===== src/inc/umtc_consts.svh =====
// offsets, field positions, select codes and timing counts for the transfer control block
`ifndef UMTC_CONSTS_SVH
`define UMTC_CONSTS_SVH
`define UMTC_OFS_CTRL 6'h00
`define UMTC_OFS_RDREQ 6'h04
`define UMTC_OFS_RDVAL 6'h08
`define UMTC_OFS_INT_STAT 6'h0C
`define UMTC_OFS_INT_EN 6'h10
`define UMTC_OFS_INT_CLR 6'h14
`define UMTC_BIT_WR_EN 0
`define UMTC_BIT_WR_ABORT 1
`define UMTC_BIT_WR_RESET 2
`define UMTC_BIT_RD_EN 4
`define UMTC_BIT_RD_ABORT 5
`define UMTC_BIT_RD_RESET 6
`define UMTC_BIT_REQ 31
`define UMTC_BIT_REQ_CLR 30
`define UMTC_ADR_LO 2
`define UMTC_ADR_HI 7
`define UMTC_SEL_WR_ADDR 6'h12
`define UMTC_SEL_RD_ADDR 6'h16
`define UMTC_SEL_TOUT 6'h22
`define UMTC_INT_RD_DONE 0
`define UMTC_INT_WR_DONE 1
`define UMTC_INT_REG_RD 2
`define UMTC_RESET_CYCLES 4'h4
`define UMTC_READ_LATENCY 2'h2
`endif


===== src/inc/umtc_pkg.sv =====
// types for the transfer control block
package umtc_pkg;
    typedef enum logic [1:0] {
        UMTC_IDLE = 2'b00,
        UMTC_WAIT = 2'b01,
        UMTC_DONE = 2'b10
    } umtc_rd_state_type;
endpackage


===== src/core/umtc_dir_ctrl.sv =====
// per-direction enable, abort and self-clearing block reset
`include "umtc_consts.svh"
module umtc_dir_ctrl
    import umtc_pkg::*;
(
    input wire logic ref_clk,
    input wire logic rst,
    input wire logic set_enable,
    input wire logic abort_wr,
    input wire logic reset_wr,
    input wire logic xfer_done,
    output logic enable_reg,
    output logic reset_busy_reg,
    output logic abort_pulse_reg,
    output logic init_pulse_reg,
    output logic done_event
);
    logic [3:0] rst_cnt_reg;

    // block reset holds a few cycles so the far logic settles before release
    always_ff @(posedge ref_clk) begin
        if (rst) begin
            rst_cnt_reg <= 4'h0;
            reset_busy_reg <= 1'b0;
            init_pulse_reg <= 1'b0;
        end else begin
            init_pulse_reg <= 1'b0;
            if (reset_wr && !reset_busy_reg) begin
                rst_cnt_reg <= `UMTC_RESET_CYCLES;
                reset_busy_reg <= 1'b1;
                init_pulse_reg <= 1'b1;
            end else if (reset_busy_reg) begin
                if (rst_cnt_reg == 4'h1) begin
                    reset_busy_reg <= 1'b0;
                end
                rst_cnt_reg <= rst_cnt_reg - 4'h1;
            end
        end
    end

    always_ff @(posedge ref_clk) begin
        if (rst) begin
            abort_pulse_reg <= 1'b0;
        end else begin
            abort_pulse_reg <= abort_wr;
        end
    end

    assign done_event = enable_reg && xfer_done && !abort_wr;

    // writing zero never clears; only done, abort or block reset do
    always_ff @(posedge ref_clk) begin
        if (rst) begin
            enable_reg <= 1'b0;
        end else if (abort_wr || reset_wr || reset_busy_reg) begin
            enable_reg <= 1'b0;
        end else if (xfer_done && enable_reg) begin
            enable_reg <= 1'b0;
        end else if (set_enable) begin
            enable_reg <= 1'b1;
        end
    end

    property p_done_clears;
        @(posedge ref_clk) disable iff (rst)
        (enable_reg && xfer_done) |=> !enable_reg;
    endproperty
    a_done_clears: assert property (p_done_clears) else $error("enable kept after done");

    property p_abort_clears;
        @(posedge ref_clk) disable iff (rst)
        abort_wr |=> !enable_reg && abort_pulse_reg;
    endproperty
    a_abort_clears: assert property (p_abort_clears) else $error("abort left enable set");

    property p_reset_len;
        @(posedge ref_clk) disable iff (rst)
        (reset_wr && !reset_busy_reg) |=> reset_busy_reg [*4] ##1 !reset_busy_reg;
    endproperty
    a_reset_len: assert property (p_reset_len) else $error("reset busy length wrong");

    property p_no_enable_in_reset;
        @(posedge ref_clk) disable iff (rst)
        reset_busy_reg |=> !enable_reg;
    endproperty
    a_no_enable_in_reset: assert property (p_no_enable_in_reset) else $error("enable during reset");
endmodule


===== src/core/umtc_top.sv =====
// master transfer control registers, register read request and interrupts
//
// Local design decisions: the placing of the registers and the strobed register port.
`include "umtc_consts.svh"
//
// Function
// - read reset bit initializes master-read logic; endpoint fifos untouched
// - read reset self-clears; software waits for zero before next read transfer
// - read abort stops read transfer and clears read enable
// - abort is complete once the enable reads zero
// - each enable clears itself when that transfer completes
// - writing zero to an enable does not stop a transfer
// - write reset initializes master-write logic and self-clears
// - write abort stops write transfer and clears write enable
// - read request fetches selected register, then clears and flags completion
// - request clear cancels pending read, clears request, self-clears
module umtc_top
    import umtc_pkg::*;
(
    input wire logic ref_clk,
    input wire logic rst,
    input wire logic [5:0] reg_addr,
    input wire logic [31:0] reg_wdata,
    input wire logic reg_wr,
    input wire logic reg_rd,
    output logic [31:0] reg_rdata,
    input wire logic rd_xfer_done,
    input wire logic wr_xfer_done,
    input wire logic [31:0] wr_addr_value,
    input wire logic [31:0] rd_addr_value,
    input wire logic [31:0] tout_value,
    output logic read_dir_enable,
    output logic write_dir_enable,
    output logic read_dir_abort,
    output logic write_dir_abort,
    output logic read_dir_init,
    output logic write_dir_init,
    output logic irq
);
    logic wr_ctrl;
    logic wr_req;
    logic wr_iclr;
    logic rd_en_q;
    logic wr_en_q;
    logic rd_busy;
    logic wr_busy;
    logic rd_abort_q;
    logic wr_abort_q;
    logic rd_init_q;
    logic wr_init_q;
    logic rd_done_ev;
    logic wr_done_ev;
    logic req_reg;
    logic req_clr_reg;
    logic [5:0] sel_reg;
    logic [31:0] rdval_reg;
    logic [1:0] lat_reg;
    logic [2:0] int_stat_reg;
    logic [2:0] int_en_reg;
    logic [2:0] int_set;
    logic [31:0] rdata_next;
    logic [31:0] fetch_value;
    logic reg_rd_done;
    umtc_rd_state_type rd_state_reg;

    assign wr_ctrl = reg_wr && (reg_addr == `UMTC_OFS_CTRL);
    assign wr_req = reg_wr && (reg_addr == `UMTC_OFS_RDREQ);
    assign wr_iclr = reg_wr && (reg_addr == `UMTC_OFS_INT_CLR);

    umtc_dir_ctrl u_rd (
        .ref_clk(ref_clk),
        .rst(rst),
        .set_enable(wr_ctrl && reg_wdata[`UMTC_BIT_RD_EN]),
        .abort_wr(wr_ctrl && reg_wdata[`UMTC_BIT_RD_ABORT]),
        .reset_wr(wr_ctrl && reg_wdata[`UMTC_BIT_RD_RESET]),
        .xfer_done(rd_xfer_done),
        .enable_reg(rd_en_q),
        .reset_busy_reg(rd_busy),
        .abort_pulse_reg(rd_abort_q),
        .init_pulse_reg(rd_init_q),
        .done_event(rd_done_ev)
    );

    umtc_dir_ctrl u_wr (
        .ref_clk(ref_clk),
        .rst(rst),
        .set_enable(wr_ctrl && reg_wdata[`UMTC_BIT_WR_EN]),
        .abort_wr(wr_ctrl && reg_wdata[`UMTC_BIT_WR_ABORT]),
        .reset_wr(wr_ctrl && reg_wdata[`UMTC_BIT_WR_RESET]),
        .xfer_done(wr_xfer_done),
        .enable_reg(wr_en_q),
        .reset_busy_reg(wr_busy),
        .abort_pulse_reg(wr_abort_q),
        .init_pulse_reg(wr_init_q),
        .done_event(wr_done_ev)
    );

    // outputs straight from flops
    always_ff @(posedge ref_clk) begin
        if (rst) begin
            read_dir_enable <= 1'b0;
            write_dir_enable <= 1'b0;
            read_dir_abort <= 1'b0;
            write_dir_abort <= 1'b0;
            read_dir_init <= 1'b0;
            write_dir_init <= 1'b0;
        end else begin
            read_dir_enable <= rd_en_q;
            write_dir_enable <= wr_en_q;
            read_dir_abort <= rd_abort_q;
            write_dir_abort <= wr_abort_q;
            read_dir_init <= rd_init_q || rd_busy;
            write_dir_init <= wr_init_q || wr_busy;
        end
    end

    // unknown select codes fetch zero rather than stale data
    always_comb begin
        unique case (sel_reg)
            `UMTC_SEL_WR_ADDR: fetch_value = wr_addr_value;
            `UMTC_SEL_RD_ADDR: fetch_value = rd_addr_value;
            `UMTC_SEL_TOUT: fetch_value = tout_value;
            default: fetch_value = 32'h00000000;
        endcase
    end

    // internal fetch takes a fixed latency to model the register path
    always_ff @(posedge ref_clk) begin
        if (rst) begin
            rd_state_reg <= UMTC_IDLE;
            req_reg <= 1'b0;
            lat_reg <= 2'h0;
            rdval_reg <= 32'h00000000;
        end else if (req_clr_reg) begin
            rd_state_reg <= UMTC_IDLE;
            req_reg <= 1'b0;
        end else begin
            unique case (rd_state_reg)
                UMTC_IDLE: begin
                    if (wr_req && reg_wdata[`UMTC_BIT_REQ] && !reg_wdata[`UMTC_BIT_REQ_CLR]) begin
                        req_reg <= 1'b1;
                        lat_reg <= `UMTC_READ_LATENCY;
                        rd_state_reg <= UMTC_WAIT;
                    end
                end
                UMTC_WAIT: begin
                    lat_reg <= lat_reg - 2'h1;
                    if (lat_reg == 2'h1) begin
                        rd_state_reg <= UMTC_DONE;
                    end
                end
                UMTC_DONE: begin
                    rdval_reg <= fetch_value;
                    req_reg <= 1'b0;
                    rd_state_reg <= UMTC_IDLE;
                end
                default: rd_state_reg <= UMTC_IDLE;
            endcase
        end
    end

    assign reg_rd_done = (rd_state_reg == UMTC_DONE) && !req_clr_reg;

    // clear bit is visible for one cycle, then drops by itself
    always_ff @(posedge ref_clk) begin
        if (rst) begin
            req_clr_reg <= 1'b0;
        end else begin
            req_clr_reg <= wr_req && reg_wdata[`UMTC_BIT_REQ_CLR];
        end
    end

    // address field ignored while a fetch is pending
    always_ff @(posedge ref_clk) begin
        if (rst) begin
            sel_reg <= 6'h00;
        end else if (wr_req && rd_state_reg == UMTC_IDLE) begin
            sel_reg <= reg_wdata[`UMTC_ADR_HI:`UMTC_ADR_LO];
        end
    end

    assign int_set = {reg_rd_done, wr_done_ev, rd_done_ev};

    // set wins over a clear arriving in the same cycle
    always_ff @(posedge ref_clk) begin
        if (rst) begin
            int_stat_reg <= 3'h0;
        end else begin
            int_stat_reg <= (int_stat_reg & ~(wr_iclr ? reg_wdata[2:0] : 3'h0)) | int_set;
        end
    end

    always_ff @(posedge ref_clk) begin
        if (rst) begin
            int_en_reg <= 3'h0;
        end else if (reg_wr && reg_addr == `UMTC_OFS_INT_EN) begin
            int_en_reg <= reg_wdata[2:0];
        end
    end

    always_ff @(posedge ref_clk) begin
        if (rst) begin
            irq <= 1'b0;
        end else begin
            irq <= |((int_stat_reg | int_set) & int_en_reg);
        end
    end

    // abort bits and the clear register always read zero
    always_comb begin
        rdata_next = 32'h00000000;
        unique case (reg_addr)
            `UMTC_OFS_CTRL: begin
                rdata_next[`UMTC_BIT_WR_EN] = wr_en_q;
                rdata_next[`UMTC_BIT_WR_RESET] = wr_busy;
                rdata_next[`UMTC_BIT_RD_EN] = rd_en_q;
                rdata_next[`UMTC_BIT_RD_RESET] = rd_busy;
            end
            `UMTC_OFS_RDREQ: begin
                rdata_next[`UMTC_BIT_REQ] = req_reg;
                rdata_next[`UMTC_BIT_REQ_CLR] = req_clr_reg;
                rdata_next[`UMTC_ADR_HI:`UMTC_ADR_LO] = sel_reg;
            end
            `UMTC_OFS_RDVAL: rdata_next = rdval_reg;
            `UMTC_OFS_INT_STAT: rdata_next[2:0] = int_stat_reg;
            `UMTC_OFS_INT_EN: rdata_next[2:0] = int_en_reg;
            default: rdata_next = 32'h00000000;
        endcase
    end

    always_ff @(posedge ref_clk) begin
        if (rst) begin
            reg_rdata <= 32'h00000000;
        end else if (reg_rd) begin
            reg_rdata <= rdata_next;
        end else begin
            reg_rdata <= 32'h00000000;
        end
    end

    property p_req_done;
        @(posedge ref_clk) disable iff (rst)
        (rd_state_reg == UMTC_DONE && !req_clr_reg) |=> !req_reg && int_stat_reg[`UMTC_INT_REG_RD];
    endproperty
    a_req_done: assert property (p_req_done) else $error("read request not completed");

    property p_req_bound;
        @(posedge ref_clk) disable iff (rst)
        $rose(req_reg) |-> ##[1:4] !req_reg;
    endproperty
    a_req_bound: assert property (p_req_bound) else $error("read request stuck");

    property p_clr_cancels;
        @(posedge ref_clk) disable iff (rst)
        req_clr_reg |=> !req_reg && !req_clr_reg && !int_stat_reg[`UMTC_INT_REG_RD];
    endproperty
    a_clr_cancels: assert property (p_clr_cancels) else $error("clear did not cancel");

    property p_abort_poll;
        @(posedge ref_clk) disable iff (rst)
        (wr_ctrl && reg_wdata[`UMTC_BIT_RD_ABORT]) |-> ##2 !read_dir_enable;
    endproperty
    a_abort_poll: assert property (p_abort_poll) else $error("abort not seen at enable");

    property p_wabort;
        @(posedge ref_clk) disable iff (rst)
        (wr_ctrl && reg_wdata[`UMTC_BIT_WR_ABORT]) |-> ##2 write_dir_abort && !write_dir_enable;
    endproperty
    a_wabort: assert property (p_wabort) else $error("write abort failed");

    property p_zero_write;
        @(posedge ref_clk) disable iff (rst)
        (wr_ctrl && reg_wdata == 32'h00000000 && rd_en_q && !rd_xfer_done) |=> rd_en_q;
    endproperty
    a_zero_write: assert property (p_zero_write) else $error("zero write stopped transfer");

    property p_abort_reads_zero;
        @(posedge ref_clk) disable iff (rst)
        (reg_rd && reg_addr == `UMTC_OFS_CTRL) |=> reg_rdata[`UMTC_BIT_RD_ABORT] == 1'b0
            && reg_rdata[`UMTC_BIT_WR_ABORT] == 1'b0;
    endproperty
    a_abort_reads_zero: assert property (p_abort_reads_zero) else $error("abort bit read back");
endmodule


===== config.mk =====
export PLATFORM = sky130hd
export DESIGN_NAME = umtc_top
export DESIGN_NICKNAME = d
export VERILOG_FILES = /design/src/inc/umtc_pkg.sv /design/src/core/umtc_dir_ctrl.sv /design/src/core/umtc_top.sv
export VERILOG_INCLUDE_DIRS = /design/src /design/src/inc
export SDC_FILE = /design/constraint.sdc
export NUM_CORES = 1
export LEC_CHECK = 0
export ABC_CLOCK_PERIOD_IN_PS = 3350
export BUFFER_PORTS_ARGS = -buffer_cell sky130_fd_sc_hd__buf_2
export CELL_PAD_IN_SITES_DETAIL_PLACEMENT = 1
export CELL_PAD_IN_SITES_GLOBAL_PLACEMENT = 2
export CORE_MARGIN = 1.5
export CORE_UTILIZATION = 30
export DETAILED_ROUTE_END_ITERATION = 8
export PLACE_DENSITY = 0.84
export SLEW_MARGIN = 20
export SYNTH_ARGS = -nofsm -noshare
export SYNTH_HDL_FRONTEND = slang
export SYNTH_SLANG_ARGS = --single-unit

===== constraint.sdc =====
create_clock -name ref_clk -period 3.35 [get_ports ref_clk]
set_clock_uncertainty 0.05 [all_clocks]
set_input_delay 0.5025 -clock ref_clk [delete_from_list [all_inputs] [get_ports ref_clk]]
set_output_delay 0.5025 -clock ref_clk [all_outputs]
set_load 0.005 [all_outputs]

==> flow_metrics.tcl <==
set metrics [dict create \
    ys_ff_latch 105 \
    synth_seq_area_share_pct 47.9 \
    tns_ps 0 \
    finalSetupViolCount 0 \
    placed_area_mm2 0.00530 \
    drt-initial-drc-count 343 \
    min_from "wr_addr_value[1]" \
    ctsHoldBuffers 0 \
    finalPower_w 0.00252 \
    hp-class "in2reg" \
    layout_common_cells "buf_2 (156), dfxtp_1 (105), a21oi_1 (43), nand2_1 (35), a211oi_1 (34)" \
    r2r-end "rdval_reg[11]$_SDFFE_PP0P_" \
    r2r_slack_ps 1220 \
    hold_violations 0 \
    whs_ps 349 \
    ios 179 \
    grt_start_max_net_pins 74 \
    nets 744 \
    worst_pin_slew_ps 842 \
    antenna_found_initial 1 \
    place_worst_setup_slack_ps 968 \
    period_needed_ps 2130 \
    multi_input_area_mm2 0.00206 \
    min_to "rdval_reg[1]$_SDFFE_PP0P_" \
    drv_cap 0 \
    critPathRequiredTime_ps 3490 \
    seqCellArea_mm2 0.00210 \
    worstSetupEndpointType "flip-flop" \
    avgRoutedWirePerCell_um 18.1 \
    gp_congestion 0.759 \
    grt_setup_unrepaired "false" \
    drt_wl_total_um 14300 \
    cts_resized 0 \
    reg2reg_depth 4 \
    final_area_mm2 0.00562 \
    grt_pass1_wl_um 22200 \
    status "finished clean" \
    period_share_pct 63.7 \
    worstPathArrival_ps 2270 \
    ant_nets 0 \
    post_cts_buffers 0 \
    syn_inst 460 \
    clockBufferDepth 2 \
    ys_warn_count 0 \
    initial_utilization_pct 30.4 \
    fmax_ghz 0.469 \
    path_max_fanout 49 \
    start_kind "flip-flop" \
    synth.avg_cell_area_um2 9.53 \
    die_area_mm2 0.0154 \
    grtUsageTotal_pct 18.7 \
    die_y_um 124 \
    layout_commonest_cell "buf_2" \
    fin_ws_ps 1220 \
    drive_above_1_share_pct 31.8 \
    slew_violations 0 \
    h-tree-depth 3 \
    numClockSinks 105 \
    grt_pass1_vias 4368 \
    r2r_start "rd_state_reg[0]$_SDFFE_PP0P_" \
    p_leak_nw 2.23 \
    via_per_inst 5.39 \
    ys_types 45 \
    area_growth_pct 28.1 \
    cts_tree "done" \
    synthesis.nets 605 \
    die_x_um 124 \
    slew_headroom_pct 43.9 \
    drc 0 \
    num_vias 4251 \
    hold_depth 3 \
    peakVddDrop_mv 0.196 \
    path_class "reg2reg" \
    syn-cell-area_mm2 0.00439 \
    cts-root-buf "clkbuf_16" \
    overflow 0 \
    portBuffers 156 \
    nFillCells 1712 \
    row_count 44 \
    path_clk_slew_ps 70 \
    clock_latency_ps 350 \
    dp_hpwl_um 10100 \
    powerDensity_mw_per_mm2 448 \
    dr.pass1.iters 7 \
    cts_buffers 9 \
    core_area_mm2 0.0144 \
]
per-stage QoR:
step	util, %	instances
final	39.0	788
after global routing	39.0	788
after CTS	38.9	787
after global placement	36.7	772
after floorplan	-	460
after detailed placement	36.7	772
worst max path at each step:
stage / start / endpoint / slack (ps) / depth (start not counted)
floorplan: reg_addr[3] / irq$_SDFF_PP0_ / 1440 / 5
global placement: reg_addr[1] / reg_rdata[12]$_SDFF_PP0_ / 1010 / 6
detailed placement: reg_addr[1] / reg_rdata[29]$_SDFF_PP0_ / 970 / 6
CTS: rd_state_reg[0]$_SDFFE_PP0P_ / rdval_reg[11]$_SDFFE_PP0P_ / 1250 / 4
global route: rd_state_reg[0]$_SDFFE_PP0P_ / rdval_reg[11]$_SDFFE_PP0P_ / 1150 / 4
finish: rd_state_reg[0]$_SDFFE_PP0P_ / rdval_reg[11]$_SDFFE_PP0P_ / 1220 / 4
area by class of cell:
type,count,share of cell area [%]
multi-input combinational,303,36.7
clock inverter,4,1.38
tap,184,4.10
inverter,15,1.00
antenna,1,0.0445
timing repair buffer,165,15.1
sequential,105,37.4
clock buffer,11,4.32
critical path, cell delays in order (launching register included):
cell	delay [ps]
dfxtp_1	390
or3b_2	560
buf_4	310
a222oi_1	500
a211oi_1	150
power by group:
group / internal, W / leakage [nW] / switching (W) / total (W)
combinational: 0.0000595 / 1.23 / 0.0000628 / 0.000122
clock: 0.000675 / 0.156 / 0.000468 / 0.00114
sequential: 0.00125 / 0.845 / 0.00000194 / 0.00125
total: 0.00198 / 2.23 / 0.000533 / 0.00252
cell usage after synthesis (all sizes together):
cell    count  area (µm²)
a31oi       3        18.8
a222oi     32         320
nand4       3        18.8
dfxtp     105        2100
o221a       1        11.3
o211ai      1        7.51
a21o        1        7.51
a211o       1        8.76
o22ai       1        6.26
o311ai      1        8.76
mux2i      13         130
or3b        3        28.8
clkbuf     19        71.3
ha          5        62.6
mux2        2        22.5
a21oi      43         215
nor2       32         123
and2       24         150
nor4        5        37.5
nand2b      6        37.5
nand2      35         131
nor3b       6        50.1
o21ai       5        25.0
a22o        5        43.8
a32oi       1        8.76
a311oi      3        26.3
nor2b       7        43.8
buf        18         115
nor3        6        40.0
xnor2       4        35.0
a221oi      3        26.3
nor4b       4        35.0
nand3       8        40.0
inv        15        56.3
a211oi     35         275
a22oi       3        22.5
mux4        1        22.5
metal layers:
metal	GRT usage [%]	wire length, µm
met5	0	0
met4	6.39	259
met3	3.89	1110
met2	32.1	6700
met1	23.4	6220
kinds of logic (layout without fill, tap and decap cells):
group | Yosys count | after routing | synth area share [%]
and+or+nand+nor | 139 | 139 | 16.8
other | 0 | 1 | 0
DFF | 105 | 105 | 47.9
AOI/OAI and AO/OA | 139 | 139 | 23.5
adders and majority gates | 5 | 5 | 1.43
muxes | 16 | 16 | 3.99
xor gates and xnor gates | 4 | 4 | 0.799
buffers and inverters | 52 | 195 | 5.53
Note: power is estimated with default switching activity, not from simulation.
